<file path="config.mk">
export PLATFORM = sky130hd
export DESIGN_NAME = rtm_timer
export DESIGN_NICKNAME = d
export VERILOG_FILES = /design/src/rtl/rtm_pkg.sv /design/src/rtl/rtm_timer.sv
export SDC_FILE = /design/constraint.sdc
export NUM_CORES = 1
export LEC_CHECK = 0
export CAP_MARGIN = 15
export CORE_MARGIN = 4
export CORE_UTILIZATION = 49
export CTS_BUF_LIST = sky130_fd_sc_hd__clkbuf_8 sky130_fd_sc_hd__clkbuf_16
export DETAILED_ROUTE_END_ITERATION = 6
export DONT_BUFFER_PORTS = 1
export PLACE_DENSITY = 0.7
export SYNTH_ARGS = -nofsm -noshare
export SYNTH_HDL_FRONTEND = slang
export SYNTH_SLANG_ARGS = --single-unit
export TNS_END_PERCENT = 30
</file>
<file path="constraint.sdc">
create_clock -name clk -period 3.9 [get_ports clk]
set_clock_uncertainty 0.2 [all_clocks]
set_input_delay 0.195 -clock clk [delete_from_list [all_inputs] [get_ports clk]]
set_output_delay 0.195 -clock clk [all_outputs]
set_load 0.02 [all_outputs]
</file>
<file path="src/rtl/rtm_pkg.sv">
// Package for the reader timer block: register indices, field positions, types.
// Assumes an APB master with 32-bit data; each register sits at byte address 4*index.
package rtm_pkg;
	////////////////////////////////////////////////////////////////////////////
	// Register indices, byte address is four times the index
	localparam logic [5:0] IDX_MODE = 6'h2a;
	localparam logic [5:0] IDX_PRESC_LO = 6'h2b;
	localparam logic [5:0] IDX_RELOAD_HI = 6'h2c;
	localparam logic [5:0] IDX_RELOAD_LO = 6'h2d;
	localparam logic [5:0] IDX_COUNT_HI = 6'h2e;
	localparam logic [5:0] IDX_COUNT_LO = 6'h2f;
	localparam logic [5:0] IDX_CTRL = 6'h3e;
	localparam logic [5:0] IDX_STATUS = 6'h3f;
	localparam logic [1:0] ADDR_ALIGNED = 2'h0;
	////////////////////////////////////////////////////////////////////////////
	// Field positions
	localparam int MODE_AUTO_BIT = 7;
	localparam int MODE_GATE_HI = 6;
	localparam int MODE_GATE_LO = 5;
	localparam int MODE_RESTART_BIT = 4;
	localparam int MODE_PHI_HI = 3;
	localparam int CTRL_EVEN_BIT = 0;
	localparam int CTRL_MULTI_BIT = 1;
	localparam int CTRL_START_BIT = 2;
	localparam int CTRL_STOP_BIT = 3;
	localparam int STAT_RUN_BIT = 0;
	localparam int STAT_FLAG_BIT = 1;
	////////////////////////////////////////////////////////////////////////////
	// Reset values and constants
	localparam logic [7:0] BYTE_RESET = 8'h00;
	localparam logic [15:0] COUNT_RESET = 16'h0000;
	localparam logic [31:0] WORD_ZERO = 32'h0000_0000;
	localparam logic [2:0] RX_STOP_BITS = 3'h5;
	localparam logic [12:0] DIV_ADD_ODD = 13'h0001;
	localparam logic [12:0] DIV_ADD_EVEN = 13'h0002;
	localparam logic [1:0] GATE_NONE = 2'h0;
	localparam logic [1:0] GATE_MULTI_PIN = 2'h1;
	localparam logic [1:0] GATE_AUX = 2'h2;
	////////////////////////////////////////////////////////////////////////////
	// Timer state
	typedef enum logic {
		RTM_IDLE = 1'b0,
		RTM_RUN = 1'b1
	} rtm_state_t;
endpackage : rtm_pkg

</file>
<file path="src/rtl/rtm_timer.sv">
// Reader timer: prescaler, 16-bit down counter, reload and mode registers on APB.
// Assumes clk is the timer reference; tx_end and rx_bit are same-clock pulses.
//
// Notes on behaviour
// - Prescale value is 12 bits: mode low nibble over prescale low byte.
// - Even select clear: tick period is twice prescale value plus one.
// - Even select set: tick period is twice prescale value plus two.
// - Reload value is 16 bits held in two read/write byte registers.
// - Every start event copies the reload value into the counter.
// - Reload writes never disturb a running count; used at next start.
// - Counter shows as two read-only bytes; reset content zero.
// - With auto-restart, exhausted count reloads and counting goes on.
// - Without auto-restart, count stops at zero and sets expired flag.
// - Auto-start starts on transmit end; stops after fifth received bit unless multi-frame receive is set.
`timescale 1ns/1ps
module rtm_timer
	import rtm_pkg::*;
(
	input wire logic clk,
	input wire logic resetn,
	input wire logic psel,
	input wire logic penable,
	input wire logic pwrite,
	input wire logic [7:0] paddr,
	input wire logic [31:0] pwdata,
	output logic [31:0] prdata,
	output logic pready,
	output logic pslverr,
	input wire logic tx_end,
	input wire logic rx_bit,
	input wire logic multifunction_input_pin,
	input wire logic first_auxiliary_pin,
	output logic timer_expired_flag,
	output logic timer_running
);
	////////////////////////////////////////////////////////////////////////////
	logic [7:0] timer_mode_register;
	logic [7:0] prescale_low_bits;
	logic [7:0] reload_upper_bits;
	logic [7:0] reload_lower_bits;
	logic even_divide_select;
	logic multi_frame_receive;
	logic [15:0] count;
	logic [12:0] presc_cnt;
	logic [2:0] rx_bits;
	logic rx_watch;
	logic [1:0] multi_pin_sync;
	logic [1:0] aux_sync;
	rtm_state_t state;

	// Pin synchronisers, only the second stage is read
	always_ff @(posedge clk or negedge resetn) begin
		if (!resetn) begin
			multi_pin_sync <= 2'h0;
			aux_sync <= 2'h0;
		end else begin
			multi_pin_sync <= {multi_pin_sync[0], multifunction_input_pin};
			aux_sync <= {aux_sync[0], first_auxiliary_pin};
		end
	end

	////////////////////////////////////////////////////////////////////////////
	// APB decode
	wire access = psel && penable && !pready;
	wire wr = access && pwrite;
	wire aligned = (paddr[1:0] == ADDR_ALIGNED);
	wire [5:0] idx = paddr[7:2];
	wire hit_mode = aligned && (idx == IDX_MODE);
	wire hit_presc = aligned && (idx == IDX_PRESC_LO);
	wire hit_rhi = aligned && (idx == IDX_RELOAD_HI);
	wire hit_rlo = aligned && (idx == IDX_RELOAD_LO);
	wire hit_chi = aligned && (idx == IDX_COUNT_HI);
	wire hit_clo = aligned && (idx == IDX_COUNT_LO);
	wire hit_ctrl = aligned && (idx == IDX_CTRL);
	wire hit_stat = aligned && (idx == IDX_STATUS);
	wire mapped = hit_mode || hit_presc || hit_rhi || hit_rlo || hit_chi || hit_clo
		|| hit_ctrl || hit_stat;
	wire [7:0] ctrl_rd = {6'h00, multi_frame_receive, even_divide_select};
	wire [7:0] stat_rd = {6'h00, timer_expired_flag, timer_running};
	wire [7:0] rd_byte = hit_mode ? timer_mode_register :
		hit_presc ? prescale_low_bits :
		hit_rhi ? reload_upper_bits :
		hit_rlo ? reload_lower_bits :
		hit_chi ? count[15:8] :
		hit_clo ? count[7:0] :
		hit_ctrl ? ctrl_rd :
		hit_stat ? stat_rd : BYTE_RESET;

	////////////////////////////////////////////////////////////////////////////
	// Mode fields and prescaler length
	wire auto_start_after_tx = timer_mode_register[MODE_AUTO_BIT];
	wire [1:0] gate_source_select = timer_mode_register[MODE_GATE_HI:MODE_GATE_LO];
	wire auto_restart_enable = timer_mode_register[MODE_RESTART_BIT];
	wire [11:0] prescale_value = {timer_mode_register[MODE_PHI_HI:0], prescale_low_bits};
	wire [12:0] div_len = {prescale_value, 1'b0}
		+ (even_divide_select ? DIV_ADD_EVEN : DIV_ADD_ODD);
	wire [15:0] reload_value = {reload_upper_bits, reload_lower_bits};

	// Gate: open unless the selected pin is low; code 11 treated as ungated
	wire gate_open = (gate_source_select == GATE_MULTI_PIN) ? multi_pin_sync[1] :
		(gate_source_select == GATE_AUX) ? aux_sync[1] : 1'b1;

	// Start and stop events
	wire sw_start = wr && hit_ctrl && pwdata[CTRL_START_BIT];
	wire sw_stop = wr && hit_ctrl && pwdata[CTRL_STOP_BIT];
	wire tx_start = auto_start_after_tx && tx_end;
	wire start_evt = sw_start || tx_start;
	wire rx_stop = rx_watch && rx_bit && !multi_frame_receive
		&& (rx_bits == RX_STOP_BITS - 3'h1);
	wire running = (state == RTM_RUN);
	wire tick = running && !start_evt && (presc_cnt >= div_len - 13'h0001);
	wire step = tick && gate_open;
	wire expire = step && (count == COUNT_RESET);
	wire set_flag = expire && !auto_restart_enable;
	wire clr_flag = wr && hit_stat && pwdata[STAT_FLAG_BIT];

	////////////////////////////////////////////////////////////////////////////
	// APB answer one cycle into the access phase
	always_ff @(posedge clk or negedge resetn) begin
		if (!resetn) begin
			pready <= 1'b0;
			pslverr <= 1'b0;
			prdata <= WORD_ZERO;
		end else begin
			pready <= access;
			pslverr <= access && !mapped;
			prdata <= (access && !pwrite) ? {24'h00_0000, rd_byte} : WORD_ZERO;
		end
	end

	// Software registers; reload writes only touch the reload bytes
	always_ff @(posedge clk or negedge resetn) begin
		if (!resetn) begin
			timer_mode_register <= BYTE_RESET;
			prescale_low_bits <= BYTE_RESET;
			reload_upper_bits <= BYTE_RESET;
			reload_lower_bits <= BYTE_RESET;
			even_divide_select <= 1'b0;
			multi_frame_receive <= 1'b0;
		end else begin
			if (wr && hit_mode) timer_mode_register <= pwdata[7:0];
			if (wr && hit_presc) prescale_low_bits <= pwdata[7:0];
			if (wr && hit_rhi) reload_upper_bits <= pwdata[7:0];
			if (wr && hit_rlo) reload_lower_bits <= pwdata[7:0];
			if (wr && hit_ctrl) begin
				even_divide_select <= pwdata[CTRL_EVEN_BIT];
				multi_frame_receive <= pwdata[CTRL_MULTI_BIT];
			end
		end
	end

	// Timer state machine
	always_ff @(posedge clk or negedge resetn) begin
		if (!resetn) begin
			state <= RTM_IDLE;
		end else begin
			case (state)
				RTM_IDLE: begin
					if (start_evt) state <= RTM_RUN;
				end
				RTM_RUN: begin
					if (start_evt) state <= RTM_RUN;
					else if (sw_stop || rx_stop || set_flag) state <= RTM_IDLE;
				end
				default: state <= RTM_IDLE;
			endcase
		end
	end

	// Prescaler and down counter
	always_ff @(posedge clk or negedge resetn) begin
		if (!resetn) begin
			presc_cnt <= 13'h0000;
			count <= COUNT_RESET;
		end else begin
			presc_cnt <= (start_evt || tick || !running) ? 13'h0000 : presc_cnt + 13'h0001;
			if (start_evt) count <= reload_value;
			else if (expire && auto_restart_enable) count <= reload_value;
			else if (step && !expire) count <= count - 16'h0001;
		end
	end

	// Received-bit watch after an automatic start
	always_ff @(posedge clk or negedge resetn) begin
		if (!resetn) begin
			rx_watch <= 1'b0;
			rx_bits <= 3'h0;
		end else begin
			if (start_evt) rx_watch <= tx_start;
			else if (rx_stop || !running) rx_watch <= 1'b0;
			rx_bits <= start_evt ? 3'h0 : (rx_watch && rx_bit) ? rx_bits + 3'h1 : rx_bits;
		end
	end

	// Expired flag: hardware set wins over software clear
	always_ff @(posedge clk or negedge resetn) begin
		if (!resetn) begin
			timer_expired_flag <= 1'b0;
			timer_running <= 1'b0;
		end else begin
			timer_expired_flag <= set_flag || (timer_expired_flag && !clr_flag);
			timer_running <= (state == RTM_IDLE) ? start_evt
				: !(!start_evt && (sw_stop || rx_stop || set_flag));
		end
	end

	logic [13:0] gap;
	always_ff @(posedge clk or negedge resetn) begin
		if (!resetn) gap <= 14'h0000;
		else gap <= (start_evt || tick) ? 14'h0000 : gap + 14'h0001;
	end
endmodule : rtm_timer

</file>
==> metrics.txt, run 1 <==
area of the core between 9000 and 10000 sq um; DR pass1 iterations 7; internal reg-to-reg setup slack -180 ps; fin util 59.6%; CP Capture Type flip-flop; initial drt markers ~250; Total GRT Usage about a fifth; RSZ-0062 raised after global routing yes; htree depth 3; TritonCTS clock tree done; Die X-Extent 109 um; Synth async-reset ratio 100%; hold slack 25.0 ps; Antenna Nets Post-Route 0; CTS root buf clkbuf_8; r2r endpoint count[1]; initial antenna violation count 0; via count roughly 4000; largest net degree at the start of global routing between 80 and 90; Layout Cells excl Fill roughly 700; Residual DRC 0; Port Buf Inserts 0; Worst Setup Start Kind flip-flop; GR Overflow Total 0; FF-to-FF path depth 18; Synth warnings 0; dpl hpwl ~8800 um; min Tclk post-route about 4100 ps; first-pass GRT wire length between 15000 and 20000 um; Final Hold Viols 0; vias in the first global route between 3000 and 4000; mapped cell area roughly 5000 sq um; Worst-path clk slew about 80 ps; syn avg cell area 9.97 sq um; DIE AREA between 10000 and 15000 sq um; WL per Instance around 18 um; dpl cells between 600 and 700; GPL Wtd Cong 0.883; CTS Buf Count 9; Seq/Total Area, Yosys 41.3%; crit path from prescale_low_bits[0]; Power per Cell Area 320 nW/um^2; crit path to count[1]; distinct cell type count of the synthesized netlist 68; crit path kind flip-flop to flip-flop; Max transition margin around 44%; status finished, violations left; via-per-instance ratio around 5.7; count of final setup violators 29; Row Count 36; final slew viol count 0; Yosys reg bits 83; clock sinks between 80 and 90; Hold WC Path Type input port to flip-flop; failing checks setup timing; Tcrit/Tclk final 105%; Fillers approximately 800; overall power around 1.9 mW; area grow syn2layout 17.0%; crit path DAT 4130 ps; Final WS setup -177 ps; pre-CTS setup slack -435 ps; Post-synth EDFFs 0; Clk Latency, worst-skew pair about 370 ps; Layout Nets 637; Post-Syn Instances around 500; Die H 109 um; r2r startpoint prescale_low_bits[0]; layout cells sized above 1 a little over a fifth; num ports 85; Post-Route WL 12700 um; pin slew with the least headroom to its limit around 830 ps; CP max FO 7; Initial Utilization slightly above 50%; leakage ~2.7 nW; clk buf depth 2; fmax roughly 250 MHz; Post-synth top flop dfrtp_1; peak supply drop 0.214 mV; critical path data required time 3950 ps; antenna cells 0; maxcap violations 0
[area by class of cell]
| type | instances | area [sq um] | share of cell area, % |
|---|---|---|---|
| multi-input combinational | 381 | 2820 | 48.0 |
| sequential | 83 | 2080 | 35.3 |
| timing repair buffer | 58 | 551 | 9.36 |
| tap | 133 | 166 | 2.83 |
| clock buffer | 10 | 138 | 2.34 |
| inverter | 26 | 97.6 | 1.66 |
| clock inverter | 5 | 31.3 | 0.532 |
[where the power goes]
| part | switching (mW) | internal [mW] |
|---|---|---|
| Clock | 0.323 | 0.243 |
| Combinational | 0.204 | 0.154 |
| Sequential | 0.0565 | 0.903 |
| Total | 0.583 | 1.30 |
[cells in the final DEF, fill, tap and decap left out, types with 5 or more instances in the layout]
cell type / synthesis / final
a21oi_1: 15 / 13
a21oi_2: 4 / 5
a31oi_1: 6 / 6
buf_4: 24 / 25
buf_6: 2 / 8
clkbuf_8: 0 / 10
conb_1: 1 / 24
dfrtp_1: 83 / 83
dlygate4sd3_1: 0 / 22
ha_1: 29 / 27
inv_1: 26 / 26
mux2_2: 25 / 25
mux4_2: 6 / 6
nand2_1: 39 / 39
nand3_1: 23 / 21
nor2_1: 51 / 42
nor2_2: 0 / 8
nor3_1: 7 / 7
o21ai_0: 27 / 25
o21ai_1: 4 / 5
or3_1: 11 / 10
xnor2_1: 11 / 11
xor2_1: 20 / 19
[how the worst min path moves through the flow]
stage / startpoint / slack [ps] / to / cells past startpoint
global route: paddr[3] / 20 / prdata[5] / 3
detailed placement: resetn / -300 / presc_cnt[10] / 0
finish: paddr[3] / 30 / prdata[3] / 3
global placement: resetn / -300 / presc_cnt[10] / 0
CTS: paddr[3] / 10 / running / 3
floorplan: resetn / -300 / aux_sync[0] / 0
[cell families (layout without fill, tap and decap cells)]
family                   count (synthesis)  count (layout)  synth area share (%)
multiplexers                            36              36                  9.38
other                                    1              24                0.0746
AND/OR/NAND/NOR                        173             173                  17.8
buffers and inverters                   63              99                  6.87
flip-flops                              83              83                  41.3
XOR/XNOR                                31              31                  5.40
AO/OA/AOI/OAI                           87              87                  11.7
adder cells (fa/ha/maj)                 30              30                  7.42
[worst max-delay path, stage by stage, from the launching register on]
cell	delay, ps
dfrtp_1	390
nor2_2	140
inv_2	60
ha_4	200
nor3b_4	150
o211ai_1	150
a21boi_1	100
o31a_1	270
o211ai_1	240
xor2_1	190
ha_1	270
a21o_1	190
a211oi_4	250
nand3_2	130
buf_4	150
o21a_4	200
a41oi_4	240
buf_12	160
mux2_4	290
[timing repair]
action,CTS,global route
hold buffers,23,0
endpoints found under the hold margin,133,0
cloned,0,2
buffers inserted,3,4
gates resized for setup,7,34
pin swaps,5,8
setup endpoints to repair,31,31
[state kept, by name (all words and copies together) (netlist names)]
register,flops
multi_frame_receive,1
pslverr,1
even_divide_select,1
aux_sync,2
timer_expired_flag,1
prdata,8
timer_mode_register,8
running,1
presc_cnt,13
reload_lower_bits,8
pready,1
multi_pin_sync,2
rx_bits,3
prescale_low_bits,8
count,16
rx_watch,1
reload_upper_bits,8
[stage by stage]
stage	area, sq um	setup TNS (ps)
finish	5880	-2440
CTS	5710	-4310
global route	5880	-9250
global placement	5250	-5210
floorplan	5120	0
detailed placement	5250	-10820
[per-layer routing]
metal  global-route usage (%)  part of all wire, %  up-vias  wire length, um
met5                        0                    0        -                0
met4                     7.48                  2.6        0              326
met3                     5.34                  5.8       40              733
met2                     35.5                   51      137             6410
met1                     26.3                   41     1980             5190
li1                         -                    -     1842                -
[Yosys cell counts (6+ instances only)]
cell type	number	share of area, %
nand2_1	39	2.9
nand3_1	23	2.3
a21oi_1	15	1.5
xnor2_1	11	1.9
dfrtp_1	83	41
or3_1	11	1.4
clkbuf_1	6	0.45
mux2_2	25	5.6
o21ai_0	27	2.7
inv_1	26	1.9
mux4_2	6	2.7
ha_1	29	7.2
nor2_1	51	3.8
xor2_1	20	3.5
nor3_1	7	0.70
a31oi_1	6	0.75
buf_4	24	3.6
Power figures use the tool's default switching activity.
==> run 2, diff against run 1 <==
Settings changed: CORE_UTILIZATION 49 to 40, MAX_ROUTING_LAYER set to met4, PLACE_DENSITY 0.7 to 0.6.
==> run 2 against run 1 <==
The run still ends with setup timing left; sequential cell count is the same; critical path depth grew 4; critical endpoint is now count[15]; register-to-register slack lost 190 ps; core utilization shrank 9.5 points.
==> metrics.txt, run 2 (synthesized netlist as in run 1, its figures left out) <==
status finished, violations left; failing checks setup timing; Final Hold Viols 0; largest register by flop count count; maxcap violations 0; Residual DRC 0; initial drt markers between 300 and 400; Power per Cell Area 367 nW/um^2; dpl hpwl between 9000 and 10000 um; largest registers count x16, presc_cnt x13; Total GRT Usage 19.1%; crit path kind flip-flop to flip-flop; Final WS setup -372 ps; Top cell by count, worst path buf_4; power share of the combinational group approximately 16%; crit path DAT 4310 ps; most common cell after layout, fill and taps aside dfrtp_1; pre-CTS setup slack -393 ps; Cell Int Power between 1.5 and 2 mW; DR pass1 iterations 7; slowest stage cell, crit path dfrtp_1; GR Overflow Total 0; GPL Wtd Cong between 0.8 and 0.9; pin slew with the least headroom to its limit 871 ps; Port Buf Inserts 0; sw frac a little over a quarter; DIE AREA around 14000 sq um; CP max FO 5; area of the core between 10000 and 15000 sq um; WL per Instance between 15 and 20 um; count of final setup violators 29; Worst path max stage delay roughly 380 ps; Row Count 40; htree depth 3; first-pass GRT wire length 20800 um; Post-Route WL roughly 13000 um; fin util around 50%; sequential share of power between 40% and 50%; leakage 2.80 nW; TritonCTS clock tree done; Die H 120 um; Worst-path clk slew 60 ps; Tcrit/Tclk final 110%; num ports 85; via-per-instance ratio ~5.4; worst path cell trace nor2_2 -> inv_1 -> ha_1 -> nor3b_1 -> o211ai_1 -> a21boi_2 -> o31a_1 -> o211ai_1 -> buf_4 -> buf_4 -> nor2_1 -> a211oi_2 -> ha_2 -> a211oi_4 -> buf_4 -> a21oi_4 -> o21a_4 -> a41oi_4 -> buf_6 -> clkbuf_16 -> nor3b_2 -> a211o_1; area grow syn2layout 21.2%; most frequent cells in the layout 83 x dfrtp_1, 50 x nor2_1, 39 x nand2_1; Antenna Nets Post-Route 0; Worst Setup Start Kind flip-flop; min Tclk post-route ~4300 ps; final slew viol count 0; CTS root buf clkbuf_16; Layout Nets 642; largest net degree at the start of global routing 84; Clk Latency, worst-skew pair roughly 350 ps; Hold WC Path Type input port to flip-flop; clock sinks between 80 and 90; Net Switching about 0.61 mW; CTS Buf Count 9; overall power around 2.2 mW; Die X-Extent 120 um; vias in the first global route about 4000; clk buf depth 2; Clk pwr share between 40% and 50%; internal reg-to-reg setup slack -370 ps; fmax 234 MHz; layout cells sized above 1 a little over a fifth; RSZ-0062 raised after global routing yes; max reg flops 16; critical path data required time 3940 ps; Max transition margin 41.6%; CP Capture Type flip-flop; initial antenna violation count 4; peak supply drop about 0.17 mV; via count 3988; Initial Utilization about two fifths
-- run 2: area by class of cell --
class,count,area [sq um]
well taps,168,210
diodes,4,10.0
repair buffers,63,607
flip-flops and latches,83,2080
fillers,1131,6070
clock inverters,7,93.8
multi-input cells,381,2770
inverters,26,97.6
clock buffers,9,225
-- run 2: per-layer routing --
metal | track usage, % | vias to the layer above | part of all wire [%]
met5 | - | - | 0
met4 | 6.30 | 0 | 1.6
met3 | 5.33 | 19 | 7.1
met2 | 30.2 | 159 | 48
met1 | 23.7 | 1949 | 43
li1 | - | 1861 | -
-- run 2: through the flow --
step	cells	setup TNS [ps]	hold slack, ps	area, sq um
after floorplan	527	0	-301	5120
after global placement	682	-2670	-294	5290
after detailed placement	682	-7060	-295	5290
after CTS	728	-4080	0.0384	5960
after global routing	741	-12550	30.7	6090
final	741	-7910	16.4	6090
-- run 2: final timing paths --
| kind | startpoint | end | cells past startpoint |
|---|---|---|---|
| max | prescale_low_bits[0] | count[15] | 22 |
| min | paddr[2] | prdata[1] | 3 |
| max reg2reg | prescale_low_bits[0] | count[15] | 22 |
| min reg2reg | aux_sync[0] | aux_sync[1] | 0 |
| max in group asynchronous | resetn | reload_upper_bits[7] | 2 |
| min in group asynchronous | resetn | presc_cnt[3] | 2 |
-- run 2: critical path: cells and delay by family, from the launching register on --
kind | cells | cell delay (ps)
AO/OA/AOI/OAI | 10 | 1830
adder cells (fa/ha/maj) | 2 | 510
buffers and inverters | 6 | 760
flip-flops | 1 | 380
AND/OR/NAND/NOR | 4 | 480
-- run 2: timing repair --
action / CTS / global route
hold buffers: 22 / 0
gates resized for setup: 15 / 10
pin swaps: 19 / 15
endpoints found under the setup margin: 31 / 31
endpoints found under the hold margin: 133 / 0
buffers inserted: 8 / 9
gates cloned: 0 / 1
-- run 2: power by group through the flow --
stage	combinational [mW]	clock [mW]	sequential [mW]
final	0.360	0.917	0.958
after global routing	0.396	0.977	0.963
after CTS	0.345	0.948	0.957
after detailed placement	0.282	0	0.972
after global placement	0.273	0	0.970
after floorplan	0.249	0	0.956
